[src/shared/pwm8_regs.vh]
// Register map, field positions and reset values of the 8-bit pulse modulator
// What this block does
// Clearing run enable freezes the count; setting it again resumes there.
// Control bit 2 picks period: 0 gives 256 counts, 1 gives 127.
// Counter ticks come from the external clock, halved when bit 4 is set.
// Control bit 0 is run enable: one counts and pulses, zero stops.
// Writing one to control bit 1 clears the counter; bit self-clears next clock.
// Output is high from count zero up to width value, then low.
// Match event when counter equals the pulse width value.
// Overflow event when counter rolls from its top back to zero.
// Software sets period, divider, width, clears counter, then sets run.
// Eight-bit width register, range 0-255 or 0-126 by period.
// Every period holds at least one low clock, whatever the width.
// After reset count is zero and output low until run is set.
`ifndef PWM8_REGS_VH
`define PWM8_REGS_VH

// Register indices; byte address is four times the index
`define PWM_IDX_CTRL 18'h06003
`define PWM_IDX_WIDTH 18'h06007
`define PWM_IDX_STAT 18'h06008
`define PWM_IDX_MASK 18'h06009
`define PWM_IDX_COUNT 18'h0600A

// Control register fields
`define PWM_CTRL_RUN 0
`define PWM_CTRL_CLR 1
`define PWM_CTRL_SIZE7 2
`define PWM_CTRL_HALVE 4

// Interrupt status and mask fields
`define PWM_EVT_MATCH 0
`define PWM_EVT_OVF 1
`define PWM_EVT_W 2

// Reset values
`define PWM_CTRL_RST 8'h00
`define PWM_WIDTH_RST 8'h00
`define PWM_EVT_RST 2'h0
`define PWM_COUNT_RST 8'h00

// Top counts of the two period lengths
`define PWM_TOP8 8'hFF
`define PWM_TOP7 8'h7E

`endif

[src/core/pwm8_top.v]
// 8-bit pulse width modulator with APB registers and interrupt
`timescale 1ns/1ps
`include "pwm8_regs.vh"
module pwm8_top (
  input wire pclk,
  input wire presetn,
  input wire [19:0] paddr,
  input wire psel,
  input wire penable,
  input wire pwrite,
  input wire [31:0] pwdata,
  output reg [31:0] prdata,
  output reg pready,
  output reg pslverr,
  input wire external_clock_input,
  output reg pulse_out,
  output reg irq
);

  // Control fields
  reg run_reg;
  reg run_next;
  reg clr_reg;
  reg clr_next;
  reg size7_reg;
  reg size7_next;
  reg halve_reg;
  reg halve_next;

  // Pulse width value
  reg [7:0] width_reg;
  reg [7:0] width_next;

  // Counter
  reg [7:0] count_reg;
  reg [7:0] count_next;

  // Interrupt state
  reg [`PWM_EVT_W-1:0] status_reg;
  reg [`PWM_EVT_W-1:0] status_next;
  reg [`PWM_EVT_W-1:0] mask_reg;
  reg [`PWM_EVT_W-1:0] mask_next;
  reg [`PWM_EVT_W-1:0] evt;
  reg [`PWM_EVT_W-1:0] w1c;

  // Output next values
  reg pulse_next;
  reg irq_next;
  reg [31:0] rdata_next;
  reg map_hit;

  // Bus decode
  wire [17:0] word_idx;
  wire setup;
  wire wr_take;
  wire wr_ctrl;
  wire wr_width;
  wire wr_stat;
  wire wr_mask;

  // Counter helpers
  wire tick;
  wire [7:0] top;
  wire at_top;
  wire [7:0] count_adv;
  wire step;
  reg [7:0] ctrl_view;

  // Word index; the two low address bits are ignored
  assign word_idx = paddr[19:2];
  assign setup = psel & ~penable;
  assign wr_take = psel & penable & pready & pwrite & ~pslverr;
  // Write strobes fire on the access edge only
  assign wr_ctrl = wr_take & (word_idx == `PWM_IDX_CTRL);
  assign wr_width = wr_take & (word_idx == `PWM_IDX_WIDTH);
  assign wr_stat = wr_take & (word_idx == `PWM_IDX_STAT);
  assign wr_mask = wr_take & (word_idx == `PWM_IDX_MASK);

  // Tick enable from the synchronised external clock input
  pwm8_clk_div u_div (
    .pclk(pclk),
    .presetn(presetn),
    .ext_clk_pin(external_clock_input),
    .halve(halve_reg),
    .restart(clr_reg),
    .tick_reg(tick)
  );

  // Wrap on >= so a count left above the seven-bit top still wraps
  assign top = size7_reg ? `PWM_TOP7 : `PWM_TOP8;
  assign at_top = (count_reg >= top);
  assign count_adv = at_top ? `PWM_COUNT_RST : count_reg + 8'h01;
  // Clear takes priority over a tick in the same clock
  assign step = run_reg & tick & ~clr_reg;

  // Control readback; the clear bit reads one for its single clock
  always @* begin
    ctrl_view = `PWM_CTRL_RST;
    ctrl_view[`PWM_CTRL_RUN] = run_reg;
    ctrl_view[`PWM_CTRL_CLR] = clr_reg;
    ctrl_view[`PWM_CTRL_SIZE7] = size7_reg;
    ctrl_view[`PWM_CTRL_HALVE] = halve_reg;
  end

  // Control register next values
  always @* begin
    run_next = run_reg;
    size7_next = size7_reg;
    halve_next = halve_reg;
    clr_next = 1'b0;
    if (wr_ctrl) begin
      run_next = pwdata[`PWM_CTRL_RUN];
      size7_next = pwdata[`PWM_CTRL_SIZE7];
      halve_next = pwdata[`PWM_CTRL_HALVE];
      clr_next = pwdata[`PWM_CTRL_CLR];
    end
  end

  always @(posedge pclk or negedge presetn) begin
    if (!presetn) begin
      run_reg <= 1'b0;
      size7_reg <= 1'b0;
      halve_reg <= 1'b0;
    end else begin
      run_reg <= run_next;
      size7_reg <= size7_next;
      halve_reg <= halve_next;
    end
  end

  // Clear bit lives one clock; it also restarts the divider phase
  always @(posedge pclk or negedge presetn) begin
    if (!presetn) begin
      clr_reg <= 1'b0;
    end else begin
      clr_reg <= clr_next;
    end
  end

  // Pulse width value register
  always @* begin
    width_next = width_reg;
    if (wr_width) begin
      width_next = pwdata[7:0];
    end
  end

  always @(posedge pclk or negedge presetn) begin
    if (!presetn) begin
      width_reg <= `PWM_WIDTH_RST;
    end else begin
      width_reg <= width_next;
    end
  end

  // Up counter: clear wins, then step, otherwise hold
  always @* begin
    count_next = count_reg;
    if (clr_reg) begin
      count_next = `PWM_COUNT_RST;
    end else if (step) begin
      count_next = count_adv;
    end
  end

  always @(posedge pclk or negedge presetn) begin
    if (!presetn) begin
      count_reg <= `PWM_COUNT_RST;
    end else begin
      count_reg <= count_next;
    end
  end

  // Events raised on counter steps
  always @* begin
    evt = `PWM_EVT_RST;
    evt[`PWM_EVT_OVF] = step & at_top;
    // Match looks at the value the counter steps onto
    evt[`PWM_EVT_MATCH] = step & (count_adv == width_reg);
  end

  // Pulse output; the top count is always low
  always @* begin
    pulse_next = 1'b0;
    if (run_reg) begin
      pulse_next = (count_next < width_reg) & (count_next != top);
    end
  end

  always @(posedge pclk or negedge presetn) begin
    if (!presetn) begin
      pulse_out <= 1'b0;
    end else begin
      pulse_out <= pulse_next;
    end
  end

  // Sticky status, write one to clear, set wins over clear
  always @* begin
    w1c = `PWM_EVT_RST;
    if (wr_stat) begin
      w1c = pwdata[`PWM_EVT_W-1:0];
    end
    status_next = (status_reg & ~w1c) | evt;
  end

  always @(posedge pclk or negedge presetn) begin
    if (!presetn) begin
      status_reg <= `PWM_EVT_RST;
    end else begin
      status_reg <= status_next;
    end
  end

  // Interrupt mask, same layout as the status
  always @* begin
    mask_next = mask_reg;
    if (wr_mask) begin
      mask_next = pwdata[`PWM_EVT_W-1:0];
    end
  end

  always @(posedge pclk or negedge presetn) begin
    if (!presetn) begin
      mask_reg <= `PWM_EVT_RST;
    end else begin
      mask_reg <= mask_next;
    end
  end

  // Level interrupt; built from next values so it lines up with status
  always @* begin
    irq_next = |(status_next & mask_next);
  end

  always @(posedge pclk or negedge presetn) begin
    if (!presetn) begin
      irq <= 1'b0;
    end else begin
      irq <= irq_next;
    end
  end

  // Read data and address check, sampled in the setup cycle
  always @* begin
    rdata_next = 32'h00000000;
    map_hit = 1'b1;
    case (word_idx)
      `PWM_IDX_CTRL: begin
        rdata_next[7:0] = ctrl_view;
      end
      `PWM_IDX_WIDTH: begin
        rdata_next[7:0] = width_reg;
      end
      `PWM_IDX_STAT: begin
        rdata_next[`PWM_EVT_W-1:0] = status_reg;
      end
      `PWM_IDX_MASK: begin
        rdata_next[`PWM_EVT_W-1:0] = mask_reg;
      end
      `PWM_IDX_COUNT: begin
        rdata_next[7:0] = count_reg;
      end
      default: begin
        map_hit = 1'b0;
      end
    endcase
  end

  // One access cycle: ready is high in every access phase
  always @(posedge pclk or negedge presetn) begin
    if (!presetn) begin
      pready <= 1'b0;
    end else begin
      pready <= setup;
    end
  end

  // Error answer only for an index outside the map
  always @(posedge pclk or negedge presetn) begin
    if (!presetn) begin
      pslverr <= 1'b0;
    end else if (setup) begin
      pslverr <= ~map_hit;
    end else begin
      pslverr <= 1'b0;
    end
  end

  // Read data captured at the setup edge; writes and misses read zero
  always @(posedge pclk or negedge presetn) begin
    if (!presetn) begin
      prdata <= 32'h00000000;
    end else if (setup) begin
      if (pwrite | ~map_hit) begin
        prdata <= 32'h00000000;
      end else begin
        prdata <= rdata_next;
      end
    end
  end

endmodule // pwm8_top

[src/core/pwm8_clk_div.v]
// External clock synchroniser and divide-by-one-or-two tick generator
`timescale 1ns/1ps
module pwm8_clk_div (
  input wire pclk,
  input wire presetn,
  input wire ext_clk_pin,
  input wire halve,
  input wire restart,
  output reg tick_reg
);

  reg sync1_reg;
  reg sync2_reg;
  reg last_reg;
  reg phase_reg;
  wire rise;

  // Two-stage synchroniser, then edge detect on the second stage
  always @(posedge pclk or negedge presetn) begin
    if (!presetn) begin
      sync1_reg <= 1'b0;
      sync2_reg <= 1'b0;
      last_reg <= 1'b0;
    end else begin
      sync1_reg <= ext_clk_pin;
      sync2_reg <= sync1_reg;
      last_reg <= sync2_reg;
    end
  end

  assign rise = sync2_reg & ~last_reg;

  // Halving drops every second rising edge
  always @(posedge pclk or negedge presetn) begin
    if (!presetn) begin
      phase_reg <= 1'b0;
      tick_reg <= 1'b0;
    end else begin
      if (restart) begin
        phase_reg <= 1'b0;
      end else if (rise) begin
        phase_reg <= ~phase_reg;
      end
      tick_reg <= rise & (~halve | phase_reg) & ~restart;
    end
  end

endmodule // pwm8_clk_div

[config.mk]
export PLATFORM = sky130hd
export DESIGN_NAME = pwm8_top
export DESIGN_NICKNAME = d
export VERILOG_FILES = /design/src/core/pwm8_top.v /design/src/core/pwm8_clk_div.v
export VERILOG_INCLUDE_DIRS = /design/src /design/src/shared
export SDC_FILE = /design/constraint.sdc
export NUM_CORES = 1
export LEC_CHECK = 0
export ABC_AREA = 1
export BUFFER_PORTS_ARGS = -buffer_cell sky130_fd_sc_hd__clkbuf_2
export CORE_ASPECT_RATIO = 0.6
export CORE_MARGIN = 3
export CORE_UTILIZATION = 25
export CTS_BUF_LIST = sky130_fd_sc_hd__clkbuf_8
export DETAILED_ROUTE_END_ITERATION = 8
export PLACE_DENSITY_LB_ADDON = 0.2
export SYNTH_ARGS = -nofsm -noshare
export SYNTH_HDL_FRONTEND = slang
export SYNTH_HIERARCHICAL = 1
export SYNTH_SLANG_ARGS = --single-unit
[constraint.sdc]
create_clock -name pclk -period 3.3 [get_ports pclk]
set_clock_uncertainty 0.05 [all_clocks]
set_input_delay 0.165 -clock pclk [delete_from_list [all_inputs] [get_ports pclk]]
set_output_delay 0.165 -clock pclk [all_outputs]
set_load 0.005 [all_outputs]
==> metrics.md, run 1 <==
| Metric | Value |
|---|---|
| Status | finished, final reports clean |
| Die W | 145 um |
| Post-CTS setup repair buffer count | 0 |
| Yosys top cell by area | dfrtp_1 |
| Diode count | 0 |
| Post-synthesis sequential area ratio | 35.5% |
| CTS root buf | clkbuf_8 |
| Tot GR Track Use | 13.1% |
| Source of the critical timing path | count_reg[0] |
| Max_slew headroom | 57.7% |
| Capturing point of the worst reg2reg path | pulse_out |
| H-Tree Level Count | 2 |
| Crit Path Max Fanout | 9 |
| Synth area leaders | dfrtp_1 35%, nand2_1 13%, inv_1 7.4% |
| Worst-path clk slew | 0.10 ns |
| Die ar. | 12,900 um^2 |
| Final setup TNS | 0 ns |
| Period Utilization, post-route | 79.8% |
| Top-count cell post-synth | nand2_1 |
| GR Overflow Total | 0 |
| Worst VDD drop | 0.164 mV |
| Core region area | 10,900 um^2 |
| Post-synth EDFFs | 0 |
| Resize count post-CTS | 0 |
| Setup violations, final | 0 |
| Clk_lat worst skew | 0.32 ns |
| Die H | 89.3 um |
| Hold crit path type | primary input to register |
| Via density | 4.32 |
| R2r setup slk | 0.67 ns |
| Clock sink count | 41 |
| Critical path capture point | pulse_out |
| LEAKAGE | 1.71 nW |
| Yosys warnings | 6 |
| Post-DRT Antenna Nets | 0 |
| Number of global-route vias before repair | 2,465 |
| Layout cells sized above 1 | 18.1% |
| Post-synth top cells | 102 x nand2_1, 57 x inv_1, 43 x nor2_1 |
| Port Buffer Count | 43 |
| WL final | 8.05 mm |
| Power Dens Cells | 288 nW/um^2 |
| Row cnt | 29 |
| Max_cap viols | 0 |
| Total Nets Final | 519 |
| Max Slew Vio Count | 0 |
| R2R Path Start | count_reg[0] |
| Setup CP Type | register to register |
| GPL Wtd Cong | 0.897 |
| Fin cells | 608 |
| Hold Path Depth | 2 |
| R2r worst-path depth | 15 |
| WL/cell | 13.2 um |
| Worst Max-Slew Pin Slew | 0.633 ns |
| TritonCTS clock tree | built |
| Max clock buf depth | 2 |
| IO Pins | 94 |
| Mapped Area | 2890 um^2 |
| Most used DFF post-synth | dfrtp_1 |
| Starting Density | 26.5% |
| Min Tclk post-route | 2.63 ns |
| Cell count after placement | 598 |
| Mapped Cells | 402 |
| Worst setup SP type | register |
| Synth unique cells | 37 |
| Share of the synthesized area in the top cell type | 35.5% |
| First-pass GRT wire length | 13.2 mm |
| Synthesized area per cell | 7.20 um^2 |
| Yosys reg bits | 41 |
| Antenna violations before repair | 0 |
| Highest clock rate | 380 MHz |
| DR pass1 iterations | 5 |
| Pin count of the biggest net entering global routing | 42 |
| Via count | 2,626 |
| HPWL Detailed | 6.58 mm |
| Total CTS buffers | 5 |
| Initial DRC Count | 276 |
| DR DRC count | 0 |
| CP Data Arrival Time | 2.83 ns |
| Setup crit end kind | register |
| RSZ-0062 raised after global routing | false |
| Area growth syn-to-layout | 14.7% |
| Asr flop ratio synth | 100% |
| Endpoints failing hold | 0 |
| Critical Path RT | 3.50 ns |
critical path, cell delays in order (launching register included):
cell,delay (ns)
dfrtp_1,0.44
inv_1,0.14
ha_1,0.29
inv_1,0.03
nand2_1,0.09
nand3_4,0.15
nand2_4,0.15
nor2_1,0.08
o21ai_1,0.24
inv_1,0.11
ha_1,0.31
nand4_1,0.09
nand2_1,0.06
a31oi_1,0.16
nand2_1,0.08
nor2_1,0.09
worst min path at each step:
stage,startpoint,to
6_report,penable,pready
4_1_cts,penable,pready
3_3_place_gp,presetn,pready
5_1_grt,penable,pready
3_5_place_dp,presetn,prdata[0]
2_1_floorplan,presetn,clr_reg
placed cells by master (no fill, tap or decap), drive strengths merged, types with 2 or more instances in the layout:
cell | netlist | layout
a31oi | 2 | 2
nand4 | 20 | 20
nand2 | 108 | 108
a21oi | 10 | 10
nor3 | 9 | 9
o21ai | 17 | 17
nand3 | 25 | 25
dfrtp | 41 | 41
nor2 | 52 | 52
o22ai | 4 | 4
o211ai | 2 | 2
clkbuf | 0 | 48
clkinv | 2 | 2
xor2 | 2 | 2
conb | 1 | 24
dlygate4sd3 | 0 | 2
ha | 9 | 9
buf | 27 | 2
inv | 59 | 61
mux2 | 4 | 4
routing by layer:
layer | wire (um) | vias up | track usage, %
li1 | - | 1344 | -
met1 | 4550 | 1202 | 20.8
met2 | 2900 | 76 | 17.4
met3 | 547 | 4 | 3.24
met4 | 55 | 0 | 2.84
met5 | 0 | - | 0
layout make-up:
type | count | area, um^2
Clock buffer | 5 | 68.8
Clock inverter | 3 | 25.0
Fill cell | 1235 | 7600
Inverter | 61 | 229
Multi-Input combinational cell | 296 | 1530
Sequential cell | 41 | 1030
Tap cell | 155 | 194
Timing Repair Buffer | 47 | 250
report_power, final:
| part | internal (mW) | switching (mW) | total [mW] |
|---|---|---|---|
| Combinational | 0.0238 | 0.0467 | 0.0705 |
| Sequential | 0.508 | 0.00356 | 0.512 |
| Clock | 0.155 | 0.218 | 0.373 |
| Total | 0.686 | 0.268 | 0.955 |
cells by family after synthesis:
| kind of cell | Yosys count | share of synthesized area [%] |
|---|---|---|
| and+or+nand+nor | 219 | 35.5 |
| buffers and inverters | 88 | 14.7 |
| DFF | 41 | 35.5 |
| AOI/OAI and AO/OA | 38 | 7.83 |
| adders and majority gates | 9 | 3.89 |
| muxes | 4 | 1.82 |
| xor gates and xnor gates | 2 | 0.605 |
| other | 1 | 0.130 |
repair_timing:
item | in CTS | in global routing
hold buffers | 2 | 0
endpoints found under the hold margin | 42 | 0
setup endpoints to repair | 0 | 0
stage by stage:
step | setup WS, ns | utilization (%) | hold WS, ns | instance area, um^2 | total power [mW]
3_3_place_gp | 0.706 | 29.4 | 0.227 | 3210 | 0.589
3_5_place_dp | 0.725 | 29.4 | 0.229 | 3210 | 0.591
5_1_grt | 0.400 | 30.4 | 0.0192 | 3320 | 0.995
6_report | 0.667 | 30.4 | 0.00504 | 3320 | 0.955
2_1_floorplan | 1.02 | - | -0.181 | 2980 | 0.571
4_1_cts | 0.691 | 30.4 | 0.00784 | 3320 | 0.967
No activity file was read; power rests on OpenSTA's default activity.
==> inputs of run 2 (changes only) <==
--- a/config.mk
+++ b/config.mk
@@ -6,7 +6,7 @@
 export SDC_FILE = /design/constraint.sdc
 export NUM_CORES = 1
 export LEC_CHECK = 0
-export ABC_AREA = 1
+export ABC_AREA = 0
 export BUFFER_PORTS_ARGS = -buffer_cell sky130_fd_sc_hd__clkbuf_2
 export CORE_ASPECT_RATIO = 0.6
 export CORE_MARGIN = 3
==> constraint.sdc (replaced) <==
create_clock -name pclk -period 2.65 [get_ports pclk]
set_clock_uncertainty 0.05 [all_clocks]
set_input_delay 0.1325 -clock pclk [delete_from_list [all_inputs] [get_ports pclk]]
set_output_delay 0.1325 -clock pclk [all_outputs]
set_load 0.005 [all_outputs]
==> run 2 against run 1 <==
Compared with the run above:
- sequential power rose by 26%
- non-clock buffer count rose by 31
- first-iteration DRC count fell by 8.7%
- hold slack improved by 0.0055 ns
- critical path depth fell by 4
- design area rose by 2.8%
- synthesized cell count fell by 26%
- routed wire length rose by 6.9%
- core utilization rose by 1.4 points
- maximum frequency rose by 3.0%
- critical path type unchanged
==> metrics.md, run 2 <==
| Metric | Value |
|---|---|
| Pin count of the biggest net entering global routing | 42 (unchanged) |
| Starting Density | 26.1% (-0.39 points) |
| Number of global-route vias before repair | 2,235 (-9.3%) |
| Port Buffer Count | 43 (unchanged) |
| IO Pins | 94 (unchanged) |
| Post-synth EDFFs | 0 (unchanged) |
| GR Overflow Total | 0 (unchanged) |
| Layout cells sized above 1 | 31.8% (+14 points) |
| Setup crit end kind | register |
| Filler Cells Inserted | 1,157 (-6.3%) |
| Worst hold start | pwdata[5] |
| Top-count cell post-synth | dfrtp_1 |
| Status | finished, final reports clean |
| Die W | 143 um (-1.5%) |
| Synthesized area per cell | 9.44 um^2 (+31%) |
| Max_slew headroom | 28.1% (-30 points) |
| Initial DRC Count | 252 (-8.7%) |
| Hold Path Depth | 2 (unchanged) |
| HPWL Detailed | 6.69 mm (+1.6%) |
| TritonCTS clock tree | built |
| Final hold slack | 0.0106 ns (+0.00552 ns) |
| Via density | 4.96 (+15%) |
| Flip-flop and latch area | 1030 um^2 (unchanged) |
| Post-synthesis sequential area ratio | 36.6% (+1.1 points) |
| CP Data Arrival Time | 2.74 ns (-0.09 ns) |
| Worst VDD drop | 0.147 mV (-10%) |
| Post-synth top cells | 41 x dfrtp_1, 26 x buf_4, 22 x nand2_1 |
| Metal3 WL | 574 um (+4.9%) |
| LEAKAGE | 1.59 nW (-7.1%) |
| Highest clock rate | 391 MHz (+3.0%) |
| Max_cap viols | 0 (unchanged) |
| Mapped Area | 2800 um^2 (-3.1%) |
| Worst setup SP type | register |
| Synth area leaders | dfrtp_1 37%, buf_4 7.0%, mux2_2 5.2% |
| Yosys reg bits | 41 (unchanged) |
| Via count | 2,501 (-4.8%) |
| Hold Crit Endpoint | width_reg[5] |
| WL met2 | 3.10 mm (+7.0%) |
| Period Utilization, post-route | 96.4% (+17 points) |
| Diode count | 0 (unchanged) |
| CTS root buf | clkbuf_8 |
| Setup violations, final | 0 (unchanged) |
| Yosys warnings | 6 (unchanged) |
| Total Nets Final | 431 (-17%) |
| Final worst slack | 0.0945 ns (-0.572 ns) |
| Antenna violations before repair | 0 (unchanged) |
| Endpoints failing hold | 0 (unchanged) |
| Top sig layer | met4 |
| Die H | 88.0 um (-1.5%) |
| First-pass GRT wire length | 13.2 mm (-0.42%) |
| WL/cell | 17.1 um (+29%) |
| Asr flop ratio synth | 100% (unchanged) |
| Post-DRT Antenna Nets | 0 (unchanged) |
| Tot GR Track Use | 13.9% (+0.75 points) |
| Clk_lat worst skew | 0.31 ns (about the same) |
| DP Worst Slack | -0.0525 ns (-0.778 ns) |
| Power Dens Cells | 373 nW/um^2 (+30%) |
| DR DRC count | 0 (unchanged) |
| Synth unique cells | 58 (+57%) |
| Worst Max-Slew Pin Slew | 1.08 ns (+0.445 ns) |
| Commonest non-fill, non-tap cells in the layout | 43 x clkbuf_2, 41 x dfrtp_1, 31 x buf_4, 24 x conb_1, 22 x nand2_1 |
| Total CTS buffers | 5 (unchanged) |
| Min Tclk post-route | 2.56 ns (-0.0779 ns) |
| R2r worst-path depth | 11 (-4) |
| Source of the critical timing path | size7_reg |
| Share of the synthesized area in the top cell type | 36.6% (+1.1 points) |
| Yosys top cell by area | dfrtp_1 |
| Critical Path RT | 2.83 ns (-0.67 ns) |
| DR pass1 iterations | 5 (unchanged) |
| Capturing point of the worst reg2reg path | pulse_out |
| Row cnt | 29 (unchanged) |
| Max Slew Vio Count | 0 (unchanged) |
| Hold crit path type | primary input to register |
| H-Tree Level Count | 2 (unchanged) |
| RSZ-0062 raised after global routing | true |
| Worst-path clk slew | 0.08 ns (-0.02 ns) |
| Mapped Cells | 297 (-26%) |
| R2R Path Start | size7_reg |
| Max clock buf depth | 2 (unchanged) |
| Footprint of the multi-input gates | 1560 um^2 (+2.0%) |
| Final setup TNS | 0 ns (unchanged) |
| Most common cell after layout, fill and taps aside | clkbuf_2 |
| Clock sink count | 41 (unchanged) |
| WL final | 8.60 mm (+6.9%) |
| GPL Wtd Cong | 0.886 (-1.3%) |
| Setup CP Type | register to register |
| R2r setup slk | 0.09 ns (-0.57 ns) |
| Core region area | 10,700 um^2 (-1.7%) |
| Utilization after layout | 31.8% (+1.4 points) |
| Area growth syn-to-layout | 21.8% |
| Most used DFF post-synth | dfrtp_1 |
| Crit Path Max Fanout | 7 (-2) |
| Die ar. | 12,600 um^2 (-2.9%) |
| Routed metal-1 wirelength | 4.89 mm (+7.5%) |
==> run 2: cell count changes in the layout (fill, tap and decap cells not counted), sizes merged, moves of 6 or more <==
cell / previous run / this run
nor4: 1 / 8
nand3: 25 / 7
mux2i: 0 / 9
nand2: 108 / 22
nor2: 52 / 20
inv: 61 / 14
nand4: 20 / 7
mux2: 4 / 14
buf: 2 / 31
a32oi: 0 / 6
==> run 2: what timing repair did <==
| item | in CTS | in global routing |
|---|---|---|
| gates resized for setup | 6 | 5 |
| endpoints found under the hold margin | 18 | 1 |
| endpoints found under the setup margin | 1 | 1 |
| setup buffers | 2 | 1 |
| pin swaps | 2 | 6 |
| hold buffers | 3 | 1 |
==> run 2: logic make-up after synthesis <==
family	Yosys count	synth area share (%)
AND/OR/NAND/NOR	96	19.1
other	1	0.134
flip-flops	41	36.6
XOR/XNOR	7	2.19
adder cells (fa/ha/maj)	9	4.02
multiplexers	23	8.97
buffers and inverters	55	12.1
AO/OA/AOI/OAI	65	16.9
==> run 2: critical path, cell delays in order (launching register included) <==
cell	delay [ns]
dfrtp_1	0.40
ha_1	0.34
and2_4	0.20
a41oi_4	0.18
a21o_1	0.23
a21oi_2	0.16
nor2_1	0.08
ha_2	0.22
a211o_1	0.24
o22ai_2	0.19
o21ai_1	0.08
a21oi_1	0.12
==> run 2: power breakdown <==
group          switching (mW)  internal, mW  leakage, nW
Sequential            0.00839         0.638        0.555
Combinational          0.0530        0.0451        0.977
Clock                   0.247         0.282       0.0543
==> run 2: final cells by class <==
type                            count  share of cell area (%)
Timing Repair Buffer               78                    14.3
Clock buffer                        5                    2.02
Sequential cell                    41                    30.0
Tap cell                          139                    5.09
Clock inverter                      3                    1.36
Multi-Input combinational cell    224                    45.7
Inverter                           14                    1.54
==> run 2: metal layers <==
metal  track usage (%)  vias to the layer above
met1              23.5                     1242
met5                 0                        -
met2              16.8                       93
met3              3.44                        4
li1                  -                     1162
met4              2.59                        0
==> run 2: how the worst max path moves through the flow <==
| stage | end | slack, ns | cells after the start |
|---|---|---|---|
| floorplan | pulse_out | 0.13 | 9 |
| global placement | pulse_out | -0.005 | 12 |
| detailed placement | pulse_out | -0.05 | 11 |
| CTS | pulse_out | 0.04 | 11 |
| global route | pulse_out | -0.06 | 13 |
| finish | pulse_out | 0.09 | 11 |
==> run 2: per-stage QoR <==
step | instance area [um^2] | std cells | total power, mW
after CTS | 3380 | 502 | 1.29
after global placement | 3200 | 489 | 0.750
after global routing | 3410 | 504 | 1.34
after detailed placement | 3200 | 489 | 0.752
final | 3410 | 504 | 1.27
after floorplan | 2890 | 320 | 0.727
==> inputs of run 3 (changes only) <==
--- a/config.mk
+++ b/config.mk
@@ -9,7 +9,7 @@
 export ABC_AREA = 0
 export BUFFER_PORTS_ARGS = -buffer_cell sky130_fd_sc_hd__clkbuf_2
 export CORE_ASPECT_RATIO = 0.6
-export CORE_MARGIN = 3
+export CORE_MARGIN = 8
 export CORE_UTILIZATION = 25
 export CTS_BUF_LIST = sky130_fd_sc_hd__clkbuf_8
 export DETAILED_ROUTE_END_ITERATION = 8
==> run 3 against run 2 <==
Compared with the run above:
- the flow now finishes with violations (negative hold slack)
- maximum frequency shrank 1.8%
- design area grew 1.6%
- sequential share of layout area shrank 0.48 points
- clock power shrank 13%
- count of clock-buffer cells in the layout grew 2
- non-clock buffer count grew 2
- die area grew 19%
- first-iteration DRC count shrank 27%
- via count shrank 4.4%
- sequential power is essentially flat
- hold slack lost 0.043 ns
==> metrics.md, run 3 (synthesized netlist as in run 2, its figures left out) <==
| Metric | Value |
|---|---|
| Status | finished, violations left |
| Failing checks | negative hold slack |
| Cell count after placement | 493 (+0.82%) |
| DR DRC count | 0 (unchanged) |
| Final worst slack | 0.0465 ns (-0.0480 ns) |
| LEAKAGE | 1.62 nW (+1.8%) |
| Worst Max-Slew Pin Slew | 1.06 ns (-0.0153 ns) |
| CTS root buf | clkbuf_8 |
| Most used cell, CP | ha_1 |
| Setup violations, final | 0 (unchanged) |
| WL/cell | 16.7 um (-2.4%) |
| Antenna violations before repair | 0 (unchanged) |
| Footprint of the multi-input gates | 1610 um^2 (+3.2%) |
| First-pass GRT wire length | 13.7 mm (+3.8%) |
| Setup CP Type | register to register |
| Commonest non-fill, non-tap cells in the layout | 43 x clkbuf_2, 41 x dfrtp_1, 34 x buf_4, 24 x conb_1, 22 x nand2_1 |
| Post-DRT Antenna Nets | 0 (unchanged) |
| Worst setup SP type | register |
| Final Total Pwr | 1.20 mW (-5.6%) |
| DR pass1 iterations | 4 (-1) |
| Die W | 153 um (+7.0%) |
| Total Nets Final | 433 (+0.46%) |
| Diode count | 0 (unchanged) |
| RSZ-0062 raised after global routing | true |
| IO Pins | 94 (unchanged) |
| WL final | 8.51 mm (-1.0%) |
| Area growth syn-to-layout | 23.7% |
| Crit path buffers/inverters | 0 (unchanged) |
| TritonCTS clock tree | built |
| Max Slew Vio Count | 0 (unchanged) |
| Period Utilization, post-route | 98.2% (+1.8 points) |
| Die H | 98.0 um (+11%) |
| Total CTS buffers | 5 (unchanged) |
| Min Tclk post-route | 2.60 ns (+0.0480 ns) |
| Endpoints failing hold | 41 (+41) |
| Tot GR Track Use | 11.7% (-2.2 points) |
| Largest stage delay on the critical path | 0.41 ns (about the same) |
| Max_cap viols | 0 (unchanged) |
| Crit Path Max Fanout | 4 (-3) |
| Max clock buf depth | 2 (unchanged) |
| Die ar. | 15,000 um^2 (+19%) |
| Flip-flop and latch area | 1030 um^2 (unchanged) |
| HPWL Detailed | 6.84 mm (+2.2%) |
| H-Tree Level Count | 2 (unchanged) |
| Fin cells | 511 (+1.4%) |
| Worst VDD drop | 0.168 mV (+14%) |
| Slowest CP cell | dfrtp_1 |
| GR Overflow Total | 0 (unchanged) |
| Pin count of the biggest net entering global routing | 42 (unchanged) |
| Number of global-route vias before repair | 2,373 (+6.2%) |
| Port Buffer Count | 43 (unchanged) |
| DP Worst Slack | -0.191 ns (-0.138 ns) |
| Clk_lat worst skew | 0.30 ns (about the same) |
| Highest clock rate | 384 MHz (-1.8%) |
| GPL Wtd Cong | 0.842 (-5.0%) |
| Initial DRC Count | 184 (-27%) |
| Starting Density | 25.2% (-0.87 points) |
| CP Data Arrival Time | 2.78 ns (+0.04 ns) |
| Most common cell after layout, fill and taps aside | clkbuf_2 |
| Final setup TNS | 0 ns (unchanged) |
| Core region area | 11,100 um^2 (+3.4%) |
| Final hold slack | -0.0327 ns (-0.0432 ns) |
| Row cnt | 30 (+3.4%) |
| Worst-path clk slew | 0.09 ns (about the same) |
| Max_slew headroom | 29.2% (+1.0 points) |
| Hold crit path type | primary input to asynchronous set/reset pin |
| CP top delay family | compound AO/OA/AOI/OAI gates |
| Power Dens Cells | 346 nW/um^2 (-7.1%) |
| Clock sink count | 41 (unchanged) |
| Setup crit end kind | register |
| Worst-path cell chain | ha_1 -> and2_4 -> a41o_2 -> o21ai_0 -> a32oi_1 -> nor2_2 -> ha_1 -> nand4_1 -> nand3b_1 -> a21oi_2 -> o21ai_1 -> a21oi_1 |
| Via count | 2,391 (-4.4%) |
| Layout cells sized above 1 | 34.9% (+3.1 points) |
| Filler Cells Inserted | 1,185 (+2.4%) |
| Critical Path RT | 2.83 ns (about the same) |
| Via density | 4.68 (-5.7%) |
## run 3: path summary, 6_finish.rpt
path / startpoint / cells past startpoint / slack [ns] / endpoint
hold reg to reg: u_div/sync1_reg / 0 / 0.30 / u_div/sync2_reg
max in group asynchronous: presetn / 1 / 1.94 / u_div/sync2_reg
setup reg to reg: size7_reg / 12 / 0.05 / pulse_out
hold / removal: presetn / 1 / -0.03 / prdata[3]
min in group pclk: pwdata[5] / 2 / 0.02 / width_reg[5]
setup / recovery: size7_reg / 12 / 0.05 / pulse_out
## run 3: per-layer routing
layer / up-vias / share of wire (%) / global-route usage [%]
met5: - / 0 / 0
met4: 0 / 0.31 / 2.27
met2: 63 / 37 / 14.4
met3: 2 / 7.9 / 4.01
li1: 1167 / - / -
met1: 1159 / 55 / 18.4
## run 3: layout make-up
class / count / share of cell area, %
timing repair buffer: 80 / 14.4
clock buffer: 7 / 2.78
inverter: 14 / 1.51
clock inverter: 1 / 0.144
tap: 144 / 5.19
multi-input combinational: 224 / 46.4
sequential: 41 / 29.6
## run 3: worst register-to-register path, stage by stage (launching register included)
cell	delay (ns)
dfrtp_1	0.41
ha_1	0.31
and2_4	0.17
a41o_2	0.30
o21ai_0	0.21
a32oi_1	0.10
nor2_2	0.15
ha_1	0.27
nand4_1	0.10
nand3b_1	0.09
a21oi_2	0.14
o21ai_1	0.09
a21oi_1	0.14
## run 3: power breakdown
part | switching, mW | total, mW | leakage [nW] | internal, mW
sequential | 0.00784 | 0.645 | 0.555 | 0.638
clock | 0.225 | 0.461 | 0.0542 | 0.236
combinational | 0.0522 | 0.0954 | 1.01 | 0.0431
total | 0.285 | 1.20 | 1.62 | 0.916
## run 3: repair_timing
action | CTS | global route
pin swaps | 4 | 16
gates resized for setup | 5 | 18
setup endpoints to repair | 1 | 1
hold buffers | 2 | 1
cloned | 0 | 0
buffers inserted | 3 | 4
hold endpoints to repair | 2 | 1
## run 3: through the flow
step	area [um^2]	utilization, %	hold slack [ns]
3_5_place_dp	3200	28.8	0.192
2_1_floorplan	2890	-	-0.213
3_3_place_gp	3200	28.8	0.193
6_report	3470	31.2	-0.0327
5_1_grt	3470	31.2	0.00286
4_1_cts	3360	30.2	0.00693
